### src/verilog/fps_consts.vh
// constants for the flash program/erase sequencing host controller
`ifndef FPS_CONSTS_VH
`define FPS_CONSTS_VH
// avalon register offsets (word index)
`define FPS_REG_CTRL 4'h0
`define FPS_REG_ADDR 4'h1
`define FPS_REG_WDATA 4'h2
`define FPS_REG_RDATA 4'h3
`define FPS_REG_STATUS 4'h4
`define FPS_REG_IRQ_STAT 4'h5
`define FPS_REG_IRQ_MASK 4'h6
`define FPS_REG_CMD2 4'h7
// ctrl fields
`define FPS_CTRL_GO 0
`define FPS_CTRL_READ 1
`define FPS_CTRL_TWO 2
`define FPS_CTRL_POLL 3
`define FPS_CTRL_SUSP 4
`define FPS_CTRL_RESUME 5
`define FPS_CTRL_VPP 6
`define FPS_CTRL_RST 7
`define FPS_CTRL_CE_CTL 8
// irq bits
`define FPS_IRQ_DONE 0
`define FPS_IRQ_ERR 1
`define FPS_IRQ_REFUSE 2
`define FPS_IRQ_TIMEOUT 3
// status bit positions in the device status word
`define FPS_SR_READY 7
`define FPS_SR_ERR_MASK 16'h003A
// timing in ns or us and derived cycles at 100 ns
`define FPS_CLK_NS 100
`define FPS_WP_NS 60
`define FPS_WP_CYC ((`FPS_WP_NS + `FPS_CLK_NS - 1) / `FPS_CLK_NS)
`define FPS_RD_NS 85
`define FPS_RD_CYC ((`FPS_RD_NS + `FPS_CLK_NS - 1) / `FPS_CLK_NS)
`define FPS_ERES_US 500
`define FPS_ERES_CYC (`FPS_ERES_US * 1000 / `FPS_CLK_NS)
`define FPS_RST_US 22
`define FPS_RST_CYC (`FPS_RST_US * 1000 / `FPS_CLK_NS)
`define FPS_SUSP_US 20
`define FPS_SUSP_CYC (`FPS_SUSP_US * 1000 / `FPS_CLK_NS)
`endif

### src/verilog/fps_bus_cycle.v
// one strobe-framed write or read cycle on the flash pins
`timescale 1ns/1ps
`default_nettype none
module fps_bus_cycle #(
   parameter AW = 21,
   parameter DW = 16,
   parameter WP_CYC = 1,
   parameter RD_CYC = 1
) (
   // clock
   input wire clk_i,
   input wire sys_rst_i,
   input wire ce_i,
   // request
   input wire start_i,
   input wire wr_i,
   input wire ce_ctl_i,
   input wire [AW-1:0] addr_i,
   input wire [DW-1:0] wdata_i,
   output wire busy_o,
   output reg done_o,
   output reg [DW-1:0] rdata_o,
   // flash pins
   output reg [AW-1:0] f_addr_o,
   output reg f_ce_n_o,
   output reg f_we_n_o,
   output reg f_oe_n_o,
   input wire [DW-1:0] f_dq_i,
   output reg [DW-1:0] f_dq_o,
   output reg f_dq_oe_o
);
   localparam S_IDLE = 2'd0;
   localparam S_SETUP = 2'd1;
   localparam S_PULSE = 2'd2;
   localparam S_END = 2'd3;
   reg [1:0] st_r;
   reg [7:0] cnt_r;
   reg wr_r;
   reg ce_ctl_r;
   assign busy_o = (st_r != S_IDLE);
   always @(posedge clk_i)
   begin
      if (sys_rst_i)
      begin
         st_r <= S_IDLE;
         cnt_r <= 8'h00;
         wr_r <= 1'b0;
         ce_ctl_r <= 1'b0;
         done_o <= 1'b0;
         rdata_o <= {DW{1'b0}};
         f_addr_o <= {AW{1'b0}};
         f_ce_n_o <= 1'b1;
         f_we_n_o <= 1'b1;
         f_oe_n_o <= 1'b1;
         f_dq_o <= {DW{1'b0}};
         f_dq_oe_o <= 1'b0;
      end
      else if (ce_i)
      begin
         done_o <= 1'b0;
         case (st_r)
            S_IDLE:
            begin
               if (start_i)
               begin
                  wr_r <= wr_i;
                  ce_ctl_r <= ce_ctl_i;
                  f_addr_o <= addr_i;
                  f_dq_o <= wdata_i;
                  f_dq_oe_o <= wr_i;
                  // the strobe not framing the cycle goes low first
                  if (wr_i)
                  begin
                     if (ce_ctl_i)
                        f_we_n_o <= 1'b0;
                     else
                        f_ce_n_o <= 1'b0;
                  end
                  else
                     f_ce_n_o <= 1'b0;
                  st_r <= S_SETUP;
               end
            end
            S_SETUP:
            begin
               // active period starts at the later falling strobe
               if (wr_r)
               begin
                  f_ce_n_o <= 1'b0;
                  f_we_n_o <= 1'b0;
                  cnt_r <= WP_CYC[7:0];
               end
               else
               begin
                  // read: oe and ce low, we held high
                  f_oe_n_o <= 1'b0;
                  f_we_n_o <= 1'b1;
                  cnt_r <= RD_CYC[7:0];
               end
               st_r <= S_PULSE;
            end
            S_PULSE:
            begin
               if (cnt_r <= 8'h01)
               begin
                  if (wr_r)
                  begin
                     // framing strobe rises first and latches the write
                     if (ce_ctl_r)
                        f_ce_n_o <= 1'b1;
                     else
                        f_we_n_o <= 1'b1;
                  end
                  else
                  begin
                     // single asynchronous read; no page bursts used
                     rdata_o <= f_dq_i;
                     f_oe_n_o <= 1'b1;
                  end
                  st_r <= S_END;
               end
               else
                  cnt_r <= cnt_r - 8'h01;
            end
            S_END:
            begin
               f_ce_n_o <= 1'b1;
               f_we_n_o <= 1'b1;
               f_oe_n_o <= 1'b1;
               f_dq_oe_o <= 1'b0;
               done_o <= 1'b1;
               st_r <= S_IDLE;
            end
            default: st_r <= S_IDLE;
         endcase
      end
   end
endmodule // fps_bus_cycle
`default_nettype wire

### src/verilog/fps_timer.v
// down counter used for resume spacing and reset hold
`timescale 1ns/1ps
`default_nettype none
module fps_timer #(
   parameter W = 20
) (
   // clock
   input wire clk_i,
   input wire sys_rst_i,
   input wire ce_i,
   // control
   input wire load_i,
   input wire [W-1:0] count_i,
   output wire expired_o
);
   reg [W-1:0] cnt_r;
   assign expired_o = (cnt_r == {W{1'b0}});
   always @(posedge clk_i)
   begin
      if (sys_rst_i)
         cnt_r <= {W{1'b0}};
      else if (ce_i)
      begin
         if (load_i)
            cnt_r <= count_i;
         else if (!expired_o)
            cnt_r <= cnt_r - {{(W-1){1'b0}}, 1'b1};
      end
   end
endmodule // fps_timer
`default_nettype wire

### src/verilog/fps_host.v
// host controller sequencing flash erase/program over async pins
// Function
// - cycle framed by chip-select or write strobe
// - poll status with ordinary read cycle
// - hold program supply until errors clear
// - 500 us from resume to suspend
// - command, second cycle, wait, read status
// - read: oe and ce low, we high
`timescale 1ns/1ps
`default_nettype none
`include "fps_consts.vh"
module fps_host #(
   parameter AW = 21,
   parameter DW = 16,
   parameter ERES_CYC = `FPS_ERES_CYC,
   parameter RST_CYC = `FPS_RST_CYC,
   parameter POLL_MAX = `FPS_SUSP_CYC
) (
   // clock and reset
   input wire clk_i,
   input wire sys_rst_i,
   input wire clk_en_i,
   // avalon-mm slave
   input wire [3:0] avs_address_i,
   input wire avs_read_i,
   input wire avs_write_i,
   input wire [31:0] avs_writedata_i,
   output reg [31:0] avs_readdata_o,
   output wire avs_waitrequest_o,
   output wire irq_o,
   // flash pins
   output wire [AW-1:0] f_addr_o,
   output wire f_ce_n_o,
   output wire f_we_n_o,
   output wire f_oe_n_o,
   input wire [DW-1:0] f_dq_i,
   output wire [DW-1:0] f_dq_o,
   output wire f_dq_oe_o,
   output reg f_rst_n_o,
   output reg f_vpp_en_o,
   input wire ready_busy_output_i
);
   localparam S_IDLE = 3'd0;
   localparam S_CMD1 = 3'd1;
   localparam S_CMD2 = 3'd2;
   localparam S_POLL = 3'd3;
   localparam S_WAITP = 3'd4;
   localparam S_RD = 3'd5;
   localparam S_RST = 3'd6;

   reg [2:0] st_r;
   reg [15:0] ctrl_r;
   reg [AW-1:0] addr_r;
   reg [DW-1:0] wdata_r;
   reg [DW-1:0] cmd2_r;
   reg [DW-1:0] rdata_r;
   reg [DW-1:0] sr_r;
   reg [3:0] irq_stat_r;
   reg [3:0] irq_mask_r;
   reg [3:0] irq_set_r;
   reg ack_r;
   reg cyc_start;
   reg cyc_wr;
   reg [AW-1:0] cyc_addr;
   reg [DW-1:0] cyc_wdata;
   reg [19:0] poll_cnt_r;
   reg erase_pending_r;
   reg tmr_load;
   reg [19:0] tmr_val;
   wire cyc_busy;
   wire cyc_done;
   wire [DW-1:0] cyc_rdata;
   wire tmr_exp;
   wire wr_hit;
   wire rd_hit;

   function sr_failed;
      input [DW-1:0] sr;
      begin
         sr_failed = |(sr & `FPS_SR_ERR_MASK);
      end
   endfunction

   assign wr_hit = avs_write_i && !ack_r;
   assign rd_hit = avs_read_i && !ack_r;
   // one wait cycle on every access; answer in the second cycle
   assign avs_waitrequest_o = (avs_read_i || avs_write_i) && !ack_r;
   assign irq_o = |(irq_stat_r & irq_mask_r);

   fps_bus_cycle #(
      .AW(AW),
      .DW(DW),
      .WP_CYC(`FPS_WP_CYC),
      .RD_CYC(`FPS_RD_CYC)
   ) u_cyc (
      .clk_i(clk_i),
      .sys_rst_i(sys_rst_i),
      .ce_i(clk_en_i),
      .start_i(cyc_start),
      .wr_i(cyc_wr),
      .ce_ctl_i(ctrl_r[`FPS_CTRL_CE_CTL]),
      .addr_i(cyc_addr),
      .wdata_i(cyc_wdata),
      .busy_o(cyc_busy),
      .done_o(cyc_done),
      .rdata_o(cyc_rdata),
      .f_addr_o(f_addr_o),
      .f_ce_n_o(f_ce_n_o),
      .f_we_n_o(f_we_n_o),
      .f_oe_n_o(f_oe_n_o),
      .f_dq_i(f_dq_i),
      .f_dq_o(f_dq_o),
      .f_dq_oe_o(f_dq_oe_o)
   );

   fps_timer #(
      .W(20)
   ) u_tmr (
      .clk_i(clk_i),
      .sys_rst_i(sys_rst_i),
      .ce_i(clk_en_i),
      .load_i(tmr_load),
      .count_i(tmr_val),
      .expired_o(tmr_exp)
   );

   // sequencer launches bus cycles
   always @*
   begin
      cyc_start = 1'b0;
      cyc_wr = 1'b1;
      cyc_addr = addr_r;
      cyc_wdata = wdata_r;
      case (st_r)
         S_CMD1:
         begin
            cyc_start = !cyc_busy && !cyc_done;
         end
         S_CMD2:
         begin
            cyc_start = !cyc_busy && !cyc_done;
            cyc_wdata = cmd2_r;
         end
         S_POLL, S_RD:
         begin
            cyc_start = !cyc_busy && !cyc_done;
            cyc_wr = 1'b0;
         end
         default: cyc_start = 1'b0;
      endcase
   end

   always @(posedge clk_i)
   begin
      if (sys_rst_i)
      begin
         st_r <= S_IDLE;
         ctrl_r <= 16'h0000;
         addr_r <= {AW{1'b0}};
         wdata_r <= {DW{1'b0}};
         cmd2_r <= {DW{1'b0}};
         rdata_r <= {DW{1'b0}};
         sr_r <= {DW{1'b0}};
         irq_stat_r <= 4'h0;
         irq_mask_r <= 4'h0;
         irq_set_r <= 4'h0;
         ack_r <= 1'b0;
         poll_cnt_r <= 20'h0_0000;
         erase_pending_r <= 1'b0;
         tmr_load <= 1'b0;
         tmr_val <= 20'h0_0000;
         avs_readdata_o <= 32'h0000_0000;
         f_rst_n_o <= 1'b0;
         f_vpp_en_o <= 1'b0;
      end
      else if (clk_en_i)
      begin
         irq_set_r <= 4'h0;
         tmr_load <= 1'b0;
         ack_r <= (avs_read_i || avs_write_i) && !ack_r;
         f_rst_n_o <= (st_r != S_RST);
         case (st_r)
            S_IDLE:
            begin
               if (wr_hit && avs_address_i == `FPS_REG_CTRL && avs_writedata_i[`FPS_CTRL_GO])
               begin
                  if (avs_writedata_i[`FPS_CTRL_RST])
                  begin
                     // hold reset long enough for a running operation to abort
                     tmr_val <= RST_CYC[19:0];
                     tmr_load <= 1'b1;
                     st_r <= S_RST;
                  end
                  else if (avs_writedata_i[`FPS_CTRL_READ])
                     st_r <= S_RD;
                  else if (avs_writedata_i[`FPS_CTRL_SUSP] && erase_pending_r && !tmr_exp)
                     irq_set_r[`FPS_IRQ_REFUSE] <= 1'b1; // too soon after resume
                  else if (!avs_writedata_i[`FPS_CTRL_SUSP] && !sr_r[`FPS_SR_READY] && ctrl_r[`FPS_CTRL_POLL])
                     irq_set_r[`FPS_IRQ_REFUSE] <= 1'b1; // device still busy
                  else
                  begin
                     if (avs_writedata_i[`FPS_CTRL_RESUME])
                     begin
                        tmr_val <= ERES_CYC[19:0];
                        tmr_load <= 1'b1;
                        erase_pending_r <= 1'b1;
                     end
                     // stale poll count would time a suspend out at once
                     poll_cnt_r <= 20'h0_0000;
                     // program supply raised ahead of the command
                     f_vpp_en_o <= f_vpp_en_o | avs_writedata_i[`FPS_CTRL_VPP];
                     st_r <= S_CMD1; // sequence begins with first cycle
                  end
               end
            end
            S_CMD1:
            begin
               if (cyc_done)
                  st_r <= ctrl_r[`FPS_CTRL_TWO] ? S_CMD2 : (ctrl_r[`FPS_CTRL_POLL] ? S_POLL : S_IDLE);
            end
            S_CMD2:
            begin
               // second cycle, a buffer word counts as its own write
               if (cyc_done)
               begin
                  poll_cnt_r <= 20'h0_0000;
                  st_r <= ctrl_r[`FPS_CTRL_POLL] ? S_POLL : S_IDLE;
               end
            end
            S_POLL:
            begin
               // status read uses the ordinary read cycle
               if (cyc_done)
               begin
                  sr_r <= cyc_rdata;
                  if (cyc_rdata[`FPS_SR_READY])
                  begin
                     irq_set_r[`FPS_IRQ_DONE] <= 1'b1; // ready also marks suspend done
                     if (sr_failed(cyc_rdata))
                        irq_set_r[`FPS_IRQ_ERR] <= 1'b1;
                     else
                        f_vpp_en_o <= 1'b0; // supply dropped only after clean status
                     st_r <= S_IDLE;
                  end
                  else if (ctrl_r[`FPS_CTRL_SUSP] && poll_cnt_r >= POLL_MAX[19:0])
                  begin
                     irq_set_r[`FPS_IRQ_TIMEOUT] <= 1'b1;
                     st_r <= S_IDLE;
                  end
                  else
                     st_r <= S_WAITP;
               end
               else
                  poll_cnt_r <= poll_cnt_r + 20'h0_0001;
            end
            S_WAITP:
            begin
               poll_cnt_r <= poll_cnt_r + 20'h0_0001;
               st_r <= S_POLL;
            end
            S_RD:
            begin
               if (cyc_done)
               begin
                  rdata_r <= cyc_rdata;
                  st_r <= S_IDLE;
               end
            end
            S_RST:
            begin
               erase_pending_r <= 1'b0;
               f_vpp_en_o <= 1'b0;
               if (tmr_exp && !tmr_load)
                  st_r <= S_IDLE;
            end
            default: st_r <= S_IDLE;
         endcase
         if (wr_hit)
         begin
            case (avs_address_i)
               `FPS_REG_CTRL: ctrl_r <= avs_writedata_i[15:0];
               `FPS_REG_ADDR: addr_r <= avs_writedata_i[AW-1:0];
               `FPS_REG_WDATA: wdata_r <= avs_writedata_i[DW-1:0];
               `FPS_REG_CMD2: cmd2_r <= avs_writedata_i[DW-1:0];
               `FPS_REG_IRQ_MASK: irq_mask_r <= avs_writedata_i[3:0];
               default: ;
            endcase
         end
         // events land one cycle late; set still wins over write-one-to-clear
         if (wr_hit && avs_address_i == `FPS_REG_IRQ_STAT)
            irq_stat_r <= (irq_stat_r & ~avs_writedata_i[3:0]) | irq_set_r;
         else
            irq_stat_r <= irq_stat_r | irq_set_r;
         if (rd_hit)
         begin
            case (avs_address_i)
               `FPS_REG_CTRL: avs_readdata_o <= {16'h0000, ctrl_r};
               `FPS_REG_ADDR: avs_readdata_o <= {{(32-AW){1'b0}}, addr_r};
               `FPS_REG_WDATA: avs_readdata_o <= {{(32-DW){1'b0}}, wdata_r};
               `FPS_REG_RDATA: avs_readdata_o <= {{(32-DW){1'b0}}, rdata_r};
               `FPS_REG_STATUS: avs_readdata_o <= {8'h00, ready_busy_output_i, f_vpp_en_o, erase_pending_r,
                                                  tmr_exp, st_r, (st_r != S_IDLE), sr_r};
               `FPS_REG_IRQ_STAT: avs_readdata_o <= {28'h000_0000, irq_stat_r};
               `FPS_REG_IRQ_MASK: avs_readdata_o <= {28'h000_0000, irq_mask_r};
               `FPS_REG_CMD2: avs_readdata_o <= {{(32-DW){1'b0}}, cmd2_r};
               default: avs_readdata_o <= 32'h0000_0000;
            endcase
         end
      end
   end
endmodule // fps_host
`default_nettype wire

### config.mk
export PLATFORM = sky130hd
export DESIGN_NAME = fps_host
export DESIGN_NICKNAME = d
export VERILOG_FILES = /design/src/verilog/fps_bus_cycle.v /design/src/verilog/fps_timer.v /design/src/verilog/fps_host.v
export VERILOG_INCLUDE_DIRS = /design/src /design/src/verilog
export SDC_FILE = /design/constraint.sdc
export NUM_CORES = 1
export LEC_CHECK = 0
export ABC_CLOCK_PERIOD_IN_PS = 4680
export BUFFER_PORTS_ARGS = -buffer_cell sky130_fd_sc_hd__buf_2
export CORE_ASPECT_RATIO = 2
export CORE_MARGIN = 2
export CORE_UTILIZATION = 47
export DETAILED_ROUTE_END_ITERATION = 10
export GPL_ROUTABILITY_DRIVEN = 1
export PLACE_DENSITY = 0.66
export SETUP_SLACK_MARGIN = 0.05
export SYNTH_ARGS = -nofsm -noshare
export SYNTH_HDL_FRONTEND = slang
export SYNTH_HIERARCHICAL = 1
export SYNTH_SLANG_ARGS = --single-unit
### constraint.sdc
create_clock -name clk_i -period 4.68 [get_ports clk_i]
set_input_delay 0.936 -clock clk_i [delete_from_list [all_inputs] [get_ports clk_i]]
set_output_delay 0.936 -clock clk_i [all_outputs]
set_load 0.02 [all_outputs]
## Word-level counts from Yosys, hierarchy flattened

Index checks and enable logic that the tools add are counted.

| storage, ports and cells | value |
|---|---|
| flip-flop bits (word level) | 283 |
| input port bits | 58 |
| output and inout port bits | 77 |
| logic and storage cells | 252 |

| operators by class | value |
|---|---|
| add/subtract/negate cells | 3 |
| magnitude comparators | 2 |
| equality and inequality tests | 49 |
| muxes and demuxes | 100 |
| bitwise gates (word level) | 7 |
| reduce and logical (&&, ||, !) cells | 60 |

Operators with widths:

| operator | count |
|---|---|
| two-way mux 20 bit | 14 |
| case mux 24 bit (8 select lines) | 1 |
| case mux 20 bit (4 select lines) | 1 |
| two-way mux 1 bit | 53 |
| two-way mux 3 bit | 13 |
| != test 2 bit, second input constant | 19 |
| AND reduction 3 bit | 11 |
| case mux 3 bit (7 select lines) | 1 |
| AND reduction 7 bit | 3 |
| adder 20 x 1 -> 20 bit, second input constant | 1 |
| >= comparator 20 x 8 -> 1 bit, second input constant | 1 |
| zero test 20 bit | 1 |
| != test 2 x 1 -> 1 bit, second input constant | 10 |
| subtractor 20 x 1 -> 20 bit, second input constant | 1 |
| AND reduction 9 bit | 2 |
| equality test 4 x 3 -> 1 bit, second input constant | 4 |
| two-way mux 16 bit | 1 |
| case mux 8 bit (2 select lines) | 1 |
| logical AND 1 bit | 13 |
| two-way mux 2 bit | 6 |
| OR reduction 4 bit | 3 |
| AND reduction 10 bit | 1 |
| nonzero test 2 bit | 5 |
| equality test 3 bit, second input constant | 3 |
| other kinds (33) | 52 |

## Logic depth before layout (Yosys ltp)

Gate-level depths: netlist of run 1.

| depth | value |
|---|---|
| depth after elaboration | 9 |
| depth in mapped cells | 11 |
| mapped depth without buffers | 9 |

## Hierarchy

The synthesis of run 1 kept the hierarchy.

By module, submodules not included:

| module | times used | cells an instance | area an instance (um^2) | seq. area each (um^2) |
|---|---|---|---|---|
| fps_host | 1 | 941 | 7975.1 | 3363.2 |
| fps_bus_cycle | 1 | 348 | 2892.8 | 1401.3 |
| fps_timer | 1 | 198 | 1427.6 | 400.4 |

## Least setup slack after synthesis of run 1

Ideal clock, no wire load.

| timing path | value |
|---|---|
| path type | reg-to-reg |
| from | reg u_cyc.st_r[0] |
| to | reg u_cyc.f_addr_o[13] |
| setup time | 70 ps |
| arrival time | 2541 ps |
| data required time | 4610 ps |
| path slack | 2068 ps |
| stages on the path, launching flop included | 10 |
| buffers on the path | 2 |
| period minus slack after synthesis | 2612 ps |
| path through | dfxtp_1 -> inv_1 -> ha_1 -> inv_1 -> a2111oi_0 -> and3_1 -> clkbuf_1 -> clkbuf_1 -> nand2_1 -> a21oi_1 |

| between the ends | value |
|---|---|
| longest elaborated chain between the ends | 5 |
| elaborated cells on any way between the ends | 6 |
| classes of those cells | mux: 1; reduce/logical: 5 |

Ends and longest elaborated chain:

| element | RTL line | RTL |
|---|---|---|
| start, declared | fps_bus_cycle.v:36 | `reg [1:0] st_r;` |
| start signal, assigned | fps_bus_cycle.v:45 | `st_r <= S_IDLE;` |
| start signal, assigned | fps_bus_cycle.v:81 | `st_r <= S_SETUP;` |
| start signal, assigned | fps_bus_cycle.v:100 | `st_r <= S_PULSE;` |
| nonzero test 2 bit | fps_bus_cycle.v:40 | `assign busy_o = (st_r != S_IDLE);` |
| net cyc_busy | fps_host.v:70 | `wire cyc_busy;` |
| zero test 1 bit | fps_host.v:137, fps_host.v:141, fps_host.v:146 |  |
| logical AND 1 bit | fps_host.v:137, fps_host.v:141, fps_host.v:146 |  |
| two-way mux 1 bit | - |  |
| net cyc_start | fps_host.v:62 | `reg cyc_start;` |
| AND reduction 3 bit (no line) | - |  |
| end signal, assigned | fps_bus_cycle.v:51 | `f_addr_o <= {AW{1'b0}};` |
| end signal, assigned | fps_bus_cycle.v:68 | `f_addr_o <= addr_i;` |
| end, declared | fps_bus_cycle.v:24 | `output reg [AW-1:0] f_addr_o,` |

The timed path passes the listed nets, and every way through them passes these cells.
A chain may end at the register's enable or synchronous reset.

## Worst setup path after layout of run 1

| timing path | value |
|---|---|
| from | in avs_address_i[0] |
| to | reg avs_readdata_o[3] |

| between the ends | value |
|---|---|
| longest elaborated chain between the ends | 2 |
| elaborated cells on any way between the ends | 9 |
| classes of those cells | eq/ne: 7; mux: 1; reduce/logical: 1 |

Ends and longest elaborated chain:

| element | RTL line | RTL |
|---|---|---|
| start, declared | fps_host.v:24 | `input wire [3:0] avs_address_i,` |
| equality test 4 x 3 -> 1 bit (tied with other cells) | fps_host.v:296 | `case (avs_address_i)` |
| case mux 24 bit (8 select lines) (*) | fps_host.v:296 |  |
| end signal, assigned | fps_host.v:297 | `` `FPS_REG_CTRL: avs_readdata_o <= {16'h0000, ctrl_r}; `` |
| end signal, assigned | fps_host.v:298 | `` `FPS_REG_ADDR: avs_readdata_o <= {{(32-AW){1'b0}}, addr_r}; `` |
| end signal, assigned | fps_host.v:299 | `` `FPS_REG_WDATA: avs_readdata_o <= {{(32-DW){1'b0}}, wdata_r}; `` |
| end, declared | fps_host.v:28 | `output reg [31:0] avs_readdata_o,` |

Every way passes the cells marked *; elsewhere a longest branch is shown, timed or not.

==> metrics.csv, run 1 <==
stage,metric,value,unit
global_route,grt-busiest-layer,met2,
global_route,grt_use_met1,27.5,%
cts,cts_sinks,258,
cells_and_area,diodes,0,
cells_and_area,final_cells,1909,
place,placed_area,0.0129,sq mm
setup_path,path_class,input pin to flop,
cts,cts_tree,built,
global_route,grt_use_met3,2.82,%
detailed_routing,drt-initial-drc-count,649,
worst_hold_path,holdCritStartpoint,u_cyc/f_dq_o[4],
cells_and_area,final_area,0.0138,sq mm
setup_path,reg2reg_depth,7,
logic_synthesis,synthesis.area,0.0123,sq mm
cts,clockBufferDepth,3,
place,port_buffers,115,
logic_synthesis,yosysSeqAreaShare,42.0,%
setup_path,critPathArrivalTime,3.24,ns
place,place_inst,1866,
cts,ctsHoldBuffers,0,
global_route,track_usage,26.5,%
floorplan,row_count,83,
detailed_routing,wl_per_cell,19.4,um
status,status,completed,
setup_path,crit_path_max_fanout,34,
timing,slew_violations,0,
floorplan,ios,135,
logic_synthesis,syn_inst,1487,
global_route,gr-total-overflow,0,
timing,fin_worst_skew,0.0145,ns
setup_path,cp_cell_sequence,buf_2 -> and2_0 -> a22oi_1 -> o22ai_1 -> a211oi_1 -> o21ai_0,
cells_and_area,syn_to_final_growth,12.2,%
logic_synthesis,synthTopCellsByArea,"dfxtp_1 42%, nand2_1 11%, a21oi_1 6.1%, mux2i_1 5.5%, nor2_1 3.3%",
detailed_routing,num_vias,11049,
worst_hold_path,holdPathStages,2,
timing,setup_tns,0,ns
cells_and_area,n_fill_cell,2483,
cts,numCtsBuffers,25,
setup_path,crit_slowest_cell,and2_0,
cells_and_area,final_common_cell,nand2_1,
cts,clkTransAtPathRegs,0.06,ns
power,p_leak,5.14,nW
logic_synthesis,synthArstFlopShare,0,%
logic_synthesis,ys.warnings.count,6,
setup_path,worstPathRequired,5.14,ns
detailed_routing,ant_nets,0,
global_route,grt_max_degree,95,
setup_path,startpoint,avs_address_i[0],
floorplan,initial_core_util,47.9,%
cells_and_area,final_cell_mix,"359 x nand2_1, 257 x dfxtp_1, 151 x a21oi_1",
timing,setup_viol,0,
setup_path,cp-start-kind,input pin,
floorplan,die_w,118,um
logic_synthesis,ys_types,91,
floorplan,die_h,233,um
global_route,grt_pass1_vias,10818,
worst_hold_path,min_path_type,flop to flop,
power,ir_drop,0.271,mV
cells_and_area,utilization,53.8,%
detailed_routing,drt-vias-per-instance,5.79,
cts,cts-root-buf,clkbuf_16,
global_route,grt_pass1_wl,58200,um
logic_synthesis,synth_top_cell_by_area,dfxtp_1,
detailed_routing,drc,0,
cts,cts_setup_buffers,0,
logic_synthesis,synth-main-ff-cell,dfxtp_1,
cts,ctsHtreeMaxLevel,1,
timing,finalCritPeriodShare,59.6,%
logic_synthesis,syn_avg_cell_area,8.27,sq um
power,power,0.00595,W
timing,rsz0062_at_grt,false,
cells_and_area,drive_above_1_share,15.8,%
setup_path,critical_path.max_stage_delay,0.94,ns
timing,fin_crit,2.79,ns
place,gp_congestion,0.910,
global_route,met2_usage,49.5,%
timing,slew-limit-headroom,27.1,%
job,cap_violations,0,
timing,finalHoldViolations,0,
detailed_routing,dr.pass1.iters,5,
logic_synthesis,yosysTopAreaCellShare,42.0,%
power,power_density,431,mW/mm^2
cells_and_area,nets,1621,
setup_path,rr_startpoint,st_r[1],
floorplan,die_area,0.0275,sq mm
detailed_routing,wirelength,37100,um
cts,clk_latency,0.54,ns
timing,worst_slew_pin_slew,1.09,ns
floorplan,core_region_area,0.0257,sq mm
place,dp_hpwl,26000,um
timing,fmax,359,MHz
setup_path,critPathCaptureType,flop,
logic_synthesis,synth_edf_count,0,
cts,cts_resized,0,
logic_synthesis,synth_seq_cells,258,
global_route,antenna_found_initial,0,
## cells in the mapped netlist (all sizes together), types with 2 or more instances
cell type	instances
a41oi	5
a21oi	151
nor3	37
nor3b	6
a21o	2
mux2i	68
o41ai	6
a41o	2
nand2b	14
a21boi	2
dfxtp	258
xor2	3
nand3	25
a22oi	30
o31ai	8
o211ai	4
nand4	7
nand2	360
ha	10
or3b	2
buf	56
mux2	19
or3	13
nor4	18
and3b	3
a311oi	15
and4	5
or4	6
inv	17
or2	4
nand3b	8
a211oi	7
a221o	3
clkbuf	58
o21ai	68
nor2b	9
nor2	111
mux4	12
a32oi	4
and3	8
a22o	10
a31oi	11
## report_power, final
group          switching [W]  leakage [nW]  internal (W)
registers           0.000131          2.08       0.00229
clock network       0.000895         0.415       0.00125
logic               0.000872          2.64      0.000504
## state kept, by name, summed over array words and instances (netlist names), 20 cells and up
register / count
avs_readdata_o: 24
addr_r: 21
u_cyc/f_addr_o: 21
u_tmr/cnt_r: 20
poll_cnt_r: 20
## cell type report
class	instances	area, sq um	area share [%]
multi-input cells	1117	6550	47.5
flip-flops and latches	258	5170	37.5
repair buffers	133	729	5.29
clock buffers	31	678	4.92
well taps	340	425	3.08
clock inverters	12	180	1.31
inverters	18	67.6	0.490
## cells by family (layout without fill, tap and decap cells)
kind of cell,after synthesis,after routing,share of synthesized area (%)
other cells,1,21,0.0305
simple gates,641,641,24.4
compound gates,342,342,17.4
buf+inv,132,194,5.37
mux,99,99,9.47
xor+xnor,4,4,0.285
flops,258,258,42.0
fa+ha+maj,10,10,1.02
## layer usage
| layer | part of all wire (%) | up-vias |
|---|---|---|
| li1 | - | 5330 |
| met4 | 7.3 | 0 |
| met1 | 37 | 5296 |
| met5 | 0 | - |
| met3 | 3.5 | 115 |
| met2 | 52 | 308 |
## stage by stage
stage	setup WS, ns	hold WS (ns)
after floorplan	2.07	0.433
after global placement	1.42	0.433
after detailed placement	1.40	0.442
after CTS	1.90	0.457
after global routing	1.71	0.472
final	1.89	0.455
## worst max-delay path: cells and delay by family
kind,cells,cell delay (ns)
AO/OA/AOI/OAI,4,0.63
buffers and inverters,1,0.71
AND/OR/NAND/NOR,1,0.94
## path summary, 6_finish.rpt
path                       end  slack, ns
max reg2reg  u_cyc/f_addr_o[5]       1.95
min            u_cyc/f_dq_o[4]       0.46
max          avs_readdata_o[3]       1.89
min reg2reg    u_cyc/f_dq_o[4]       0.46
No activity file was read; power rests on OpenSTA's default activity.
==> inputs of run 2 (changes only) <==
Settings changed: ABC_CLOCK_PERIOD_IN_PS 4680 to 2600.
Clock period 4.68 ns to 2.6 ns, I/O delays scaled along.
==> metrics.csv, run 2 (synthesis results as in run 1) <==
stage,metric,value,unit
detailed_routing,num_vias,11128,
place,dp_hpwl,26800,um
cells_and_area,syn_to_final_growth,14.7,%
setup_path,cp-start-kind,flop,
setup_path,critPathArrivalTime,2.74,ns
timing,finalHoldViolations,0,
timing,slew-limit-headroom,56.3,%
setup_path,cp_common_cell,nand2_1,
cts,cts_tree,built,
cells_and_area,final_common_cell,nand2_1,
timing,fin_crit,2.35,ns
detailed_routing,wl_met3,1440,um
cells_and_area,final_cell_mix,"359 x nand2_1, 257 x dfxtp_1, 151 x a21oi_1",
power,power_density,774,mW/mm^2
cells_and_area,largest_registers,"avs_readdata_o (24), addr_r (21), u_cyc/f_addr_o (21)",
floorplan,initial_core_util,47.9,%
status,status,completed,
timing,setup_viol,0,
job,cap_violations,0,
timing,finalCritPeriodShare,90.4,%
detailed_routing,drc,0,
setup_path,critical_path.max_stage_delay,0.37,ns
detailed_routing,wirelength,37400,um
setup_path,cp_cell_sequence,nor3_2 -> nand2_1 -> nor4_2 -> and3_2 -> nand3b_1 -> nand2_1 -> o21a_4 -> nor2_8 -> a311oi_1,
setup_path,rr_startpoint,u_tmr/cnt_r[10],
cts,clkTransAtPathRegs,0.06,ns
global_route,grt_pass1_wl,57800,um
detailed_routing,ant_nets,0,
cells_and_area,largest_reg_flops,24,
setup_path,startpoint,u_tmr/cnt_r[10],
detailed_routing,wl_per_cell,19.3,um
cts,cts-root-buf,clkbuf_16,
global_route,gr-total-overflow,0,
power,p_int,0.00752,W
worst_hold_path,min_path_type,input pin to flop,
setup_path,path_class,flop to flop,
cells_and_area,drive_above_1_share,17.5,%
power,ir_drop,0.651,mV
cts,numCtsBuffers,25,
cells_and_area,utilization,55.0,%
timing,worst_slew_pin_slew,0.653,ns
cells_and_area,largest-register,avs_readdata_o,
detailed_routing,wl_met1,13500,um
floorplan,die_area,0.0275,sq mm
global_route,grt_max_degree,78,
worst_hold_path,holdCritStartpoint,avs_writedata_i[19],
power,switchingPower,0.00339,W
setup_path,worstPathRequired,2.99,ns
timing,rsz0062_at_grt,false,
timing,fin_worst_skew,0.00914,ns
detailed_routing,met2_wirelength,19500,um
setup_path,crit_slowest_cell,dfxtp_1,
timing,slew_violations,0,
power,p_leak,5.32,nW
floorplan,ios,135,
detailed_routing,dr.max_layer_used,met4,
global_route,track_usage,26.7,%
setup_path,critPathCaptureType,flop,
cts,ctsHtreeMaxLevel,1,
floorplan,row_count,83,
setup_path,crit_buf_inv,0,
power,sw_frac_of_total,31.1,%
setup_path,crit_path_max_fanout,16,
timing,setup_tns,0,ns
floorplan,core_region_area,0.0257,sq mm
power,seq_power_share,39.9,%
cells_and_area,nets,1653,
timing,fmax,426,MHz
global_route,grt_pass1_vias,10704,
global_route,antenna_found_initial,0,
floorplan,die_h,233,um
cells_and_area,n_fill_cell,2466,
detailed_routing,drt-vias-per-instance,5.74,
cts,cts_sinks,258,
cts,clockBufferDepth,3,
cts,clk_latency,0.54,ns
floorplan,die_w,118,um
power,p_comb_share,24.7,%
detailed_routing,dr.pass1.iters,7,
place,port_buffers,115,
cts,cts_setup_buffers,0,
place,gp_congestion,0.947,
setup_path,path_delay_family,simple AND/OR/NAND/NOR gates,
detailed_routing,drt-initial-drc-count,733,
cells_and_area,diodes,0,
power,clockPowerShare,35.4,%
place,placed_area,0.0132,sq mm
cells_and_area,final_area,0.0141,sq mm
run 2: cell count changes in the layout (fill, tap and decap cells not counted), moves of 2 or more:
cell	before	now
clkbuf_8	3	6
clkbuf_1	3	5
clkinv_4	2	0
inv_6	2	0
buf_12	1	5
buf_4	17	45
clkinvlp_4	2	0
run 2: stage by stage:
stage	power [W]	cells	setup slack, ns	hold slack (ns)
6_report	0.0109	1940	0.250	0.224
5_1_grt	0.0114	1940	0.0963	0.227
4_1_cts	0.0109	1940	0.167	0.210
3_5_place_dp	0.00707	1898	0.204	0.438
3_3_place_gp	0.00704	1898	0.207	0.433
2_1_floorplan	0.00635	1507	0.169	0.433
run 2: routing by layer:
layer / GRT usage (%) / vias to the layer above
met2: 50.1 / 347
met1: 27.3 / 5272
met3: 2.33 / 125
met5: 0 / -
met4: 19.1 / 0
li1: - / 5384
run 2: final timing paths:
| path | end | slack, ns | cells after the start |
|---|---|---|---|
| worst max register to register | poll_cnt_r[11] | 0.25 | 9 |
| worst min register to register | u_cyc/f_addr_o[12] | 0.45 | 2 |
| worst max-delay path | poll_cnt_r[11] | 0.25 | 9 |
| worst min-delay path | addr_r[19] | 0.22 | 3 |
run 2: cell type report:
class,instances,area (sq um),share of cell area (%)
clock buffers,36,727,5.16
inverters,18,67.6,0.479
multi-input cells,1117,6560,46.6
well taps,340,425,3.02
repair buffers,165,1020,7.23
flip-flops and latches,258,5170,36.6
clock inverters,6,130,0.923
run 2: power groups by stage:
stage          sequential (W)  clock, W  combinational, W
2_1_floorplan         0.00438         0           0.00197
3_3_place_gp          0.00443         0           0.00262
3_5_place_dp          0.00443         0           0.00264
4_1_cts               0.00435   0.00393           0.00265
5_1_grt               0.00438   0.00407           0.00295
6_report              0.00436   0.00386           0.00269
run 2: what timing repair did:
item | 4_1_cts | 5_1_grt
endpoints found under the setup margin | 0 | 20
gates resized for setup | 0 | 3
hold buffers | 0 | 0
run 2: tightest hold or removal path, stage by stage:
cell and delay [ns]:
buf_2 0.10, nand2_1 0.05, a21oi_1 0.05
